$ cat src/shared/biow_pkg.sv
// Package: offsets, field layouts, reset values and carriers for the bridge I/O window block
package biow_pkg;

  // ----------------------------------------------------------------
  // Register offsets (byte addresses)
  // ----------------------------------------------------------------
  localparam logic [7:0] BIOW_OFF_BUSLAT = 8'h18;
  localparam logic [7:0] BIOW_OFF_IOSTAT = 8'h1c;
  localparam logic [7:0] BIOW_OFF_IOUPPER = 8'h30;
  localparam logic [7:0] BIOW_OFF_CTRL = 8'h3c;
  localparam logic [7:0] BIOW_OFF_EVENT = 8'h40;

  // ----------------------------------------------------------------
  // Field positions and constants
  // ----------------------------------------------------------------
  localparam int BIOW_LAT_LSB = 24;
  localparam logic [7:0] BIOW_LAT_VAL = 8'h00;
  localparam logic [3:0] BIOW_IO32_IND = 4'h1;
  localparam logic [3:0] BIOW_IO_RST = 4'h0;
  localparam logic [11:0] BIOW_LOW_ZERO = 12'h000;
  localparam logic [11:0] BIOW_LOW_ONES = 12'hfff;
  localparam int BIOW_ST_MDPE = 24;
  localparam int BIOW_ST_STA = 27;
  localparam int BIOW_ST_RTA = 28;
  localparam int BIOW_ST_RMA = 29;
  localparam int BIOW_ST_RSE = 30;
  localparam int BIOW_ST_DPE = 31;
  localparam int BIOW_CTRL_PERE = 0;
  localparam int BIOW_CTRL_SERRE = 1;
  localparam int BIOW_CTRL_FWDEN = 2;
  localparam logic [2:0] BIOW_CTRL_RST = 3'h0;
  localparam logic [15:0] BIOW_UPPER_RST = 16'h0000;

  // Status flag indices inside the packed event vector
  localparam int BIOW_EV_MDPE = 0;
  localparam int BIOW_EV_STA = 1;
  localparam int BIOW_EV_RTA = 2;
  localparam int BIOW_EV_RMA = 3;
  localparam int BIOW_EV_RSE = 4;
  localparam int BIOW_EV_DPE = 5;
  localparam int BIOW_NUM_EV = 6;
  // Flags that software may clear by writing one
  localparam logic [5:0] BIOW_W1C_MASK = 6'h31;

  // ----------------------------------------------------------------
  // Carriers
  // ----------------------------------------------------------------
  typedef struct packed {
    logic parity_err;
    logic compl_abort_sent;
    logic compl_abort_rcvd;
    logic unsupp_rcvd;
    logic err_msg_sent;
    logic poisoned_rcvd;
  } biow_events_t;

  typedef struct packed {
    logic valid;
    logic [31:0] addr;
  } biow_io_req_t;

  typedef struct packed {
    logic valid;
    logic forward;
  } biow_io_dec_t;

endpackage

$ cat src/core/biow_regs.sv
// APB register bank: secondary latency, I/O window base/limit and secondary status
//
// Chosen here: register access over APB.
`timescale 1ns/100ps
module biow_regs (
  input wire logic pclk,
  input wire logic presetn,
  input wire logic psel,
  input wire logic penable,
  input wire logic pwrite,
  input wire logic [7:0] paddr,
  input wire logic [31:0] pwdata,
  input wire logic [3:0] pstrb,
  output logic [31:0] prdata,
  output logic pready,
  output logic pslverr,
  input wire biow_pkg::biow_events_t events_in,
  input wire biow_pkg::biow_io_req_t io_req,
  output biow_pkg::biow_io_dec_t io_dec,
  output logic [31:0] io_bottom,
  output logic [31:0] io_top
);

  // ----------------------------------------------------------------
  // Bus decode
  // ----------------------------------------------------------------
  logic setup_ph;
  logic wr_ph;
  logic hit_buslat;
  logic hit_iostat;
  logic hit_upper;
  logic hit_ctrl;
  logic hit_event;
  logic hit_any;
  logic [3:0] io_base_r;
  logic [3:0] io_limit_r;
  logic [15:0] io_base_up_r;
  logic [15:0] io_limit_up_r;
  logic [2:0] ctrl_r;
  logic [biow_pkg::BIOW_NUM_EV-1:0] ev_set;
  logic [biow_pkg::BIOW_NUM_EV-1:0] ev_clr;
  logic [biow_pkg::BIOW_NUM_EV-1:0] flags;
  logic [31:0] rd_nxt;
  logic [31:0] bottom_nxt;
  logic [31:0] top_nxt;
  logic in_window;

  // Answer one cycle after setup, so the access phase never has a wait state
  assign setup_ph = psel && !penable;
  assign wr_ph = psel && penable && pready && pwrite;
  assign hit_buslat = (paddr == biow_pkg::BIOW_OFF_BUSLAT);
  assign hit_iostat = (paddr == biow_pkg::BIOW_OFF_IOSTAT);
  assign hit_upper = (paddr == biow_pkg::BIOW_OFF_IOUPPER);
  assign hit_ctrl = (paddr == biow_pkg::BIOW_OFF_CTRL);
  assign hit_event = (paddr == biow_pkg::BIOW_OFF_EVENT);
  assign hit_any = hit_buslat || hit_iostat || hit_upper || hit_ctrl || hit_event;

  // ----------------------------------------------------------------
  // Handshake: pready pulses in the access phase
  // ----------------------------------------------------------------
  always_ff @(posedge pclk or negedge presetn)
  begin
    if (!presetn)
      pready <= 1'b0;
    else
      pready <= setup_ph;
  end

  // Unmapped addresses answer with an error, writes dropped
  always_ff @(posedge pclk or negedge presetn)
  begin
    if (!presetn)
      pslverr <= 1'b0;
    else
      pslverr <= setup_ph && !hit_any;
  end

  // ----------------------------------------------------------------
  // Writable window fields
  // ----------------------------------------------------------------
  // Only the upper nibbles hold state; low nibbles are constants
  always_ff @(posedge pclk or negedge presetn)
  begin
    if (!presetn)
    begin
      io_base_r <= biow_pkg::BIOW_IO_RST;
      io_limit_r <= biow_pkg::BIOW_IO_RST;
    end
    else if (wr_ph && hit_iostat)
    begin
      if (pstrb[0])
        io_base_r <= pwdata[7:4];
      if (pstrb[1])
        io_limit_r <= pwdata[15:12];
    end
  end

  // Upper address halves; stand-in for the separate upper registers
  always_ff @(posedge pclk or negedge presetn)
  begin
    if (!presetn)
    begin
      io_base_up_r <= biow_pkg::BIOW_UPPER_RST;
      io_limit_up_r <= biow_pkg::BIOW_UPPER_RST;
    end
    else if (wr_ph && hit_upper)
    begin
      if (pstrb[0])
        io_base_up_r[7:0] <= pwdata[7:0];
      if (pstrb[1])
        io_base_up_r[15:8] <= pwdata[15:8];
      if (pstrb[2])
        io_limit_up_r[7:0] <= pwdata[23:16];
      if (pstrb[3])
        io_limit_up_r[15:8] <= pwdata[31:24];
    end
  end

  // Enables that gate the MDPE and RSE status flags and forwarding
  always_ff @(posedge pclk or negedge presetn)
  begin
    if (!presetn)
      ctrl_r <= biow_pkg::BIOW_CTRL_RST;
    else if (wr_ph && hit_ctrl && pstrb[0])
      ctrl_r <= pwdata[2:0];
  end

  // ----------------------------------------------------------------
  // Status flags
  // ----------------------------------------------------------------
  // Hardware set terms; only MDPE and RSE are gated by their enables
  always_comb
  begin
    ev_set = '0;
    ev_set[biow_pkg::BIOW_EV_MDPE] = events_in.parity_err && ctrl_r[biow_pkg::BIOW_CTRL_PERE];
    ev_set[biow_pkg::BIOW_EV_STA] = events_in.compl_abort_sent;
    ev_set[biow_pkg::BIOW_EV_RTA] = events_in.compl_abort_rcvd;
    ev_set[biow_pkg::BIOW_EV_RMA] = events_in.unsupp_rcvd;
    ev_set[biow_pkg::BIOW_EV_RSE] = events_in.err_msg_sent && ctrl_r[biow_pkg::BIOW_CTRL_SERRE];
    ev_set[biow_pkg::BIOW_EV_DPE] = events_in.poisoned_rcvd;
  end

  // Clear terms: only W1C bits, only on a one in byte lane 3
  always_comb
  begin
    ev_clr = '0;
    if (wr_ph && hit_iostat && pstrb[3])
    begin
      ev_clr[biow_pkg::BIOW_EV_MDPE] = pwdata[biow_pkg::BIOW_ST_MDPE];
      ev_clr[biow_pkg::BIOW_EV_RSE] = pwdata[biow_pkg::BIOW_ST_RSE];
      ev_clr[biow_pkg::BIOW_EV_DPE] = pwdata[biow_pkg::BIOW_ST_DPE];
    end
    ev_clr = ev_clr & biow_pkg::BIOW_W1C_MASK;
  end

  biow_flag #(
    .N(biow_pkg::BIOW_NUM_EV)
  ) u_flags (
    .pclk(pclk),
    .presetn(presetn),
    .set_in(ev_set),
    .clr_in(ev_clr),
    .flag_r(flags)
  );

  // ----------------------------------------------------------------
  // Read data
  // ----------------------------------------------------------------
  // Unlisted status bits stay at zero by construction
  always_comb
  begin
    rd_nxt = '0;
    if (hit_buslat)
      rd_nxt[biow_pkg::BIOW_LAT_LSB +: 8] = biow_pkg::BIOW_LAT_VAL;
    else if (hit_iostat)
    begin
      rd_nxt[3:0] = biow_pkg::BIOW_IO32_IND;
      rd_nxt[7:4] = io_base_r;
      rd_nxt[11:8] = biow_pkg::BIOW_IO32_IND;
      rd_nxt[15:12] = io_limit_r;
      rd_nxt[biow_pkg::BIOW_ST_MDPE] = flags[biow_pkg::BIOW_EV_MDPE];
      rd_nxt[biow_pkg::BIOW_ST_STA] = flags[biow_pkg::BIOW_EV_STA];
      rd_nxt[biow_pkg::BIOW_ST_RTA] = flags[biow_pkg::BIOW_EV_RTA];
      rd_nxt[biow_pkg::BIOW_ST_RMA] = flags[biow_pkg::BIOW_EV_RMA];
      rd_nxt[biow_pkg::BIOW_ST_RSE] = flags[biow_pkg::BIOW_EV_RSE];
      rd_nxt[biow_pkg::BIOW_ST_DPE] = flags[biow_pkg::BIOW_EV_DPE];
      // Bits 16..23 and 25..26 left zero
    end
    else if (hit_upper)
      rd_nxt = {io_limit_up_r, io_base_up_r};
    else if (hit_ctrl)
      rd_nxt[2:0] = ctrl_r;
  end

  // Read data is latched at setup and held through the access phase
  always_ff @(posedge pclk or negedge presetn)
  begin
    if (!presetn)
      prdata <= '0;
    else if (setup_ph && !pwrite)
      prdata <= rd_nxt;
  end

  // ----------------------------------------------------------------
  // I/O window decode
  // ----------------------------------------------------------------
  assign bottom_nxt = {io_base_up_r, io_base_r, biow_pkg::BIOW_LOW_ZERO};
  assign top_nxt = {io_limit_up_r, io_limit_r, biow_pkg::BIOW_LOW_ONES};
  assign in_window = (io_req.addr >= bottom_nxt) && (io_req.addr <= top_nxt);

  // Registered window bounds for the forwarding logic outside
  always_ff @(posedge pclk or negedge presetn)
  begin
    if (!presetn)
    begin
      io_bottom <= '0;
      io_top <= '0;
    end
    else
    begin
      io_bottom <= bottom_nxt;
      io_top <= top_nxt;
    end
  end

  // One-cycle decision; a base above limit forwards nothing
  always_ff @(posedge pclk or negedge presetn)
  begin
    if (!presetn)
      io_dec <= '0;
    else
    begin
      io_dec.valid <= io_req.valid;
      io_dec.forward <= io_req.valid && in_window && ctrl_r[biow_pkg::BIOW_CTRL_FWDEN];
    end
  end

endmodule

$ cat src/core/biow_flag.sv
// Sticky status flag bank with set-over-clear semantics
`timescale 1ns/100ps
module biow_flag #(
  parameter int N = 6
) (
  input wire logic pclk,
  input wire logic presetn,
  input wire logic [N-1:0] set_in,
  input wire logic [N-1:0] clr_in,
  output logic [N-1:0] flag_r
);

  // ----------------------------------------------------------------
  // One sticky bit per flag
  // ----------------------------------------------------------------
  genvar gi;
  generate
    for (gi = 0; gi < N; gi++)
    begin : g_flag
      logic bit_r;
      // Set wins so an event in the clearing cycle is never lost
      always_ff @(posedge pclk or negedge presetn)
      begin
        if (!presetn)
          bit_r <= 1'b0;
        else if (set_in[gi])
          bit_r <= 1'b1;
        else if (clr_in[gi])
          bit_r <= 1'b0;
      end
      // One driver per variable: each bit has its own flop
      assign flag_r[gi] = bit_r;
    end
  endgenerate

endmodule

$ cat config.mk
export PLATFORM = sky130hd
export DESIGN_NAME = biow_regs
export DESIGN_NICKNAME = d
export VERILOG_FILES = /design/src/shared/biow_pkg.sv /design/src/core/biow_regs.sv /design/src/core/biow_flag.sv
export SDC_FILE = /design/constraint.sdc
export NUM_CORES = 1
export LEC_CHECK = 0
export BUFFER_PORTS_ARGS = -buffer_cell sky130_fd_sc_hd__buf_2
export CAP_MARGIN = 15
export CORE_MARGIN = 4
export CORE_UTILIZATION = 51
export CTS_CLUSTER_SIZE = 8
export DETAILED_ROUTE_END_ITERATION = 8
export GPL_ROUTABILITY_DRIVEN = 0
export PLACE_DENSITY = 0.81
export SLEW_MARGIN = 20
export SYNTH_ARGS = -nofsm -noshare
export SYNTH_HDL_FRONTEND = slang
export SYNTH_SLANG_ARGS = --single-unit
$ cat constraint.sdc
create_clock -name pclk -period 2 [get_ports pclk]
set_clock_uncertainty 0.05 [all_clocks]
set_input_delay 0.3 -clock pclk [delete_from_list [all_inputs] [get_ports pclk]]
set_output_delay 0.3 -clock pclk [all_outputs]
set_load 0.005 [all_outputs]
==> flow_metrics.tcl, run 1 <==
set metrics [dict create \
    clock-sinks 126 \
    core_area_sq_um 10790 \
    vias 4950 \
    crit_fanout 3 \
    cp.required_ps 2400 \
    relSlewSlack_pct 59.20 \
    power.switching_mw 1.399 \
    ys.warnings.count 0 \
    fin_area_sq_um 7953 \
    grt_max_degree 50 \
    worstSetupPathType "register to register" \
    yosysMostFrequentCell "dfrtp_1" \
    path_clk_slew_ps 60 \
    drc 0 \
    die_x_um 112.9 \
    place_inst 847 \
    dp_hpwl_um 11620 \
    cap_violations 0 \
    syn_area_per_cell_sq_um 10.52 \
    grt_pass1_vias 5267 \
    yosysSeqAreaShare_pct 56.15 \
    crit_buf_inv 1 \
    cts_tree "yes" \
    h-tree-depth 4 \
    ys_top_cells_by_area "dfrtp_1 (56%), ha_1 (8.9%), nand2_1 (6.4%)" \
    slowest_stage "or4_4" \
    fp.dieH_um 112.9 \
    area_growth_pct 41.62 \
    row_count 38 \
    die_area_sq_um 12750 \
    finalHoldViolations 0 \
    viasPerCell 5.317 \
    numPortBuffers 175 \
    p_int_mw 4.696 \
    crit_path_cell_trace "inv_2, ha_4, nand4_1, nor3_2, nand2_1, or4_4, a2bb2oi_2" \
    synth_cells 534 \
    p_sw_share_pct 22.95 \
    slowest_delay_ps 490 \
    routed_wl_um 16920 \
    cpLargestDelayFamily "simple AND/OR/NAND/NOR gates" \
    synthesis.area_sq_um 5615 \
    p_comb_share_pct 6.7 \
    grt.total_usage_pct 27.03 \
    synth_largest_area_cell "dfrtp_1" \
    end_kind "register" \
    clock_latency_ps 530 \
    grt_pass1_wl_um 26520 \
    post-route-period-util_pct 98.81 \
    synth_top_area_share_pct 56.15 \
    cts_root_buf "clkbuf_8" \
    clock.fmax_mhz 506.0 \
    ioPinCount 188 \
    p_clk_share_pct 51.0 \
    placed_cell_area_sq_um 6714 \
    peakVddDrop_mv 0.5543 \
    worst_pin_slew_ps 612.0 \
    hold_path_class "primary input to register" \
    leakage_nw 3.854 \
    synth_edf_count 0 \
    nets 904 \
    drive_gt1_share_pct 34.98 \
    power_density_nw_per_um2 766.3 \
    antenna_found_initial 1 \
    ys_top_cells_by_count "dfrtp_1 (126), nand2_1 (96), o21ai_0 (66), inv_1 (42), ha_1 (40)" \
    cp-start-kind "register" \
    finalSetupViolations 0 \
    drv_slew 0 \
    grt_overflow 0 \
    synth_cell_type_count 42 \
    arrival_ps 2380 \
    sequentialPowerShare_pct 42.3 \
    cts.path.max_buffers 2 \
    routedWlPerCell_um 18.17 \
    drtAntennaViolNets 0 \
    cts_buffers 17 \
    ys.flop_type "dfrtp_1" \
    initialDrtViolationCount 298 \
    dr.pass1.iters 5 \
    period_minus_slack_ps 1976 \
    status "finished clean" \
    ys_seq_elements 126 \
    async_reset_ff_share_pct 100.0 \
    start_util_pct 52.03 \
    fin_cells 931 \
]
==> per-layer routing <==
metal  share of wire [%]  global-route usage (%)  vias to the layer above
met4                 4.5                   13.70                        0
met2                  51                   46.17                      231
met5                   0                       0                        -
met1                  39                   32.44                     2387
li1                    -                       -                     2274
met3                 5.7                   5.615                       58
==> area by class of cell <==
type	instances	area (sq um)
sequential	126	3153
clock inverter	13	163.9
tap	140	175.2
fill	722	2840
inverter	42	157.7
clock buffer	19	431.7
timing repair buffer	256	1652
antenna	2	5.005
multi-input combinational	333	2215
==> flip-flops by register name (all words and copies together), names as in the netlist <==
signal and cells:
io_base_r 4, io_limit_r 4, io_dec 2, io_top 21
u_flags.g_flag.bit_r 6, pready 1, prdata 32, io_base_up_r 16
io_limit_up_r 16, ctrl_r 3, io_bottom 20, pslverr 1
==> worst paths after layout <==
path                              startpoint               to  slack (ps)  cells past startpoint
min in group asynchronous            presetn       prdata[14]         290                      2
max                        io_limit_up_r[14]        io_dec[0]          20                      7
max reg2reg                io_limit_up_r[14]        io_dec[0]          20                      7
max in group asynchronous            presetn  io_base_up_r[3]         980                      3
min reg2reg                 io_limit_up_r[7]       io_top[23]         350                      0
min                                     psel           pready          40                      2
==> power groups by stage <==
stage	Sequential [mW]	Clock (mW)	Combinational [mW]
6_report	2.58	3.11	0.411
5_1_grt	2.58	3.25	0.450
4_1_cts	2.58	3.13	0.388
3_5_place_dp	2.62	0	0.319
3_3_place_gp	2.62	0	0.307
2_1_floorplan	2.62	0	0.116
==> through the flow <==
step                TNS [ps]  utilization [%]  hold slack, ps  power (mW)  worst slack [ps]
floorplan                  0                -          -45.59       2.740             22.51
global placement      -634.0            62.21           288.9       2.929            -121.9
detailed placement     -3219            62.21           301.6       2.942            -155.6
CTS                        0            71.75           9.509       6.097           0.04841
global route          -35.75            73.66           14.87       6.278            -35.75
finish                     0            73.68           36.48       6.094             23.76
==> layout by cell type, fill, tap and decap left out, types with 13 or more instances in the layout <==
| cell type | instances |
|---|---|
| conb_1 | 13 |
| o21ai_0 | 66 |
| a21oi_1 | 13 |
| dfrtp_1 | 126 |
| inv_1 | 38 |
| clkbuf_16 | 16 |
| buf_4 | 36 |
| nand2_1 | 96 |
| buf_2 | 174 |
| a22oi_1 | 14 |
| ha_1 | 33 |
| dlygate4sd3_1 | 41 |
==> cells by family after synthesis <==
group / count (synthesis) / share of synthesized area, %
mux: 4 / 0.8021
other cells: 2 / 0.1337
flops: 126 / 56.15
fa+ha+maj: 40 / 8.913
buf+inv: 86 / 8.044
simple gates: 147 / 12.41
compound gates: 129 / 13.55
==> repair_timing <==
item | in CTS | in global routing
hold buffers | 41 | 0
buffers inserted | 0 | 9
hold endpoints to repair | 89 | 0
gates resized for setup | 6 | 18
pin swaps | 2 | 8
setup endpoints to repair | 1 | 1
cloned | 0 | 0
(Power assumes the default switching activity.)
==> inputs of run 2 (changes only) <==
- REMOVE_ABC_BUFFERS: unset -> 1
==> flow_metrics.tcl, run 2 (same netlist as run 1, synthesis figures left out) <==
set metrics [dict create \
    status "finished, violations left" \
    violations "negative setup slack" \
    slowest_stage "a2111oi_4" \
    final_cell_mix "buf_2 (174), dfrtp_1 (126), nand2_1 (95), o21ai_0 (66), dlygate4sd3_1 (42)" \
    p_int_mw 4.688 \
    core_area_sq_um 10790 \
    power_density_nw_per_um2 771.1 \
    finalHoldViolations 0 \
    r2r_start "io_base_r[1]" \
    r2r-end "io_dec[0]" \
    row_count 38 \
    crit_fanout 3 \
    area_growth_pct 40.69 \
    drv_slew 0 \
    grt.total_usage_pct 26.63 \
    end_kind "register" \
    cts_root_buf "clkbuf_8" \
    cp-start-kind "register" \
    seqCellArea_sq_um 3153 \
    cts.path.max_buffers 2 \
    reg2reg_setup_slack_ps -120 \
    routedWlPerCell_um 18.76 \
    clock_latency_ps 530 \
    antenna_found_initial 4 \
    timing.hold.ws_ps 123.3 \
    drc 0 \
    reg2reg_depth 7 \
    dr.pass1.iters 5 \
    worstHoldStart "paddr[3]" \
    worstSetupPathType "register to register" \
    cp.required_ps 2360 \
    multi_input_area_sq_um 2175 \
    path_clk_slew_ps 60 \
    leakage_nw 3.847 \
    drtAntennaViolNets 0 \
    post-place-ws_ps -120.8 \
    power.switching_mw 1.404 \
    die_area_sq_um 12750 \
    regMostFlops "prdata" \
    initialDrtViolationCount 274 \
    fin_area_sq_um 7900 \
    period_minus_slack_ps 2124 \
    grt_pass1_vias 5382 \
    sequentialPowerShare_pct 42.3 \
    p_sw_share_pct 23.05 \
    final_common_cell "buf_2" \
    top_regs "prdata x32, io_top x21, io_bottom x20" \
    crit_path_cell_trace "inv_1, ha_1, nor2b_1, a2111oi_4, a2111oi_4, o31a_1, a2bb2oi_2" \
    cts_buffers 17 \
    fp.dieH_um 112.9 \
    fin_cells 931 \
    peakVddDrop_mv 0.5211 \
    clock-sinks 126 \
    die_x_um 112.9 \
    ioPinCount 188 \
    fill_cells 718 \
    drive_gt1_share_pct 34.14 \
    p_clk_share_pct 51.0 \
    largest_register_ffs 32 \
    final_util_pct 73.20 \
    placed_cell_area_sq_um 6699 \
    p_comb_share_pct 6.7 \
    power_mw 6.092 \
    numPortBuffers 175 \
    cts_tree "yes" \
    grt_max_degree 51 \
    hold_end "pslverr" \
    place_inst 845 \
    grt_setup_unrepaired "yes" \
    finalSetupViolations 1 \
    post-route-period-util_pct 106.2 \
    viasPerCell 5.481 \
    grt_pass1_wl_um 26450 \
    start_util_pct 52.03 \
    hold_depth 3 \
    setup_tns_ps -124.1 \
    routed_wl_um 17470 \
    crit_top_cell "a2111oi_4" \
    hold_path_class "primary input to register" \
    postLayoutSetupSlackWorst_ps -124.1 \
    cap_violations 0 \
    clock.fmax_mhz 470.8 \
    slowest_delay_ps 400 \
    dp_hpwl_um 11520 \
    vias 5103 \
    nets 901 \
    h-tree-depth 4 \
    arrival_ps 2480 \
    grt_overflow 0 \
]
[run 2: critical path, delay by kind of cell (launching register included)]
kind / cells / cell delay, ps
fa+ha+maj: 1 / 290
compound gates: 4 / 990
flops: 1 / 390
buf+inv: 1 / 90
simple gates: 1 / 200
[run 2: timing repair]
item | in CTS | in global routing
endpoints found under the hold margin | 81 | 0
hold buffers | 42 | 0
setup buffers | 2 | 5
endpoints found under the setup margin | 1 | 1
resized for setup | 9 | 11
pin swaps | 1 | 6
[run 2: power by group through the flow]
stage / logic (mW) / registers (mW) / clock network [mW]
global route: 0.445 / 2.58 / 3.24
floorplan: 0.0781 / 2.63 / 0
finish: 0.406 / 2.58 / 3.11
global placement: 0.300 / 2.62 / 0
detailed placement: 0.312 / 2.62 / 0
CTS: 0.387 / 2.58 / 3.12
[run 2: worst max-delay path by stage]
stage,start,end,slack [ps],depth (start not counted)
after floorplan,paddr[7],io_limit_up_r[10],-540,4
after global placement,io_req[29],io_dec[0],-70,8
after detailed placement,io_req[31],io_dec[0],-120,8
after CTS,io_limit_up_r[11],io_dec[0],1,8
after global routing,io_base_r[1],io_dec[0],-210,7
final,io_base_r[1],io_dec[0],-120,7
[run 2: final cells by class]
type / count / share of cell area [%]
sequential: 126 / 39.91
clock inverter: 13 / 2.091
multi-input combinational: 333 / 27.53
timing repair buffer: 253 / 20.65
clock buffer: 18 / 5.417
antenna: 6 / 0.1901
inverter: 42 / 1.996
tap: 140 / 2.217
[run 2: layer usage]
layer | share of wire (%) | vias up | track usage [%] | routed length (um)
li1 | - | 2291 | - | -
met1 | 37 | 2490 | 31.17 | 6437
met2 | 52 | 256 | 45.46 | 9060
met3 | 6.9 | 66 | 5.936 | 1213
met4 | 4.3 | 0 | 14.74 | 755
met5 | 0 | - | 0 | 0
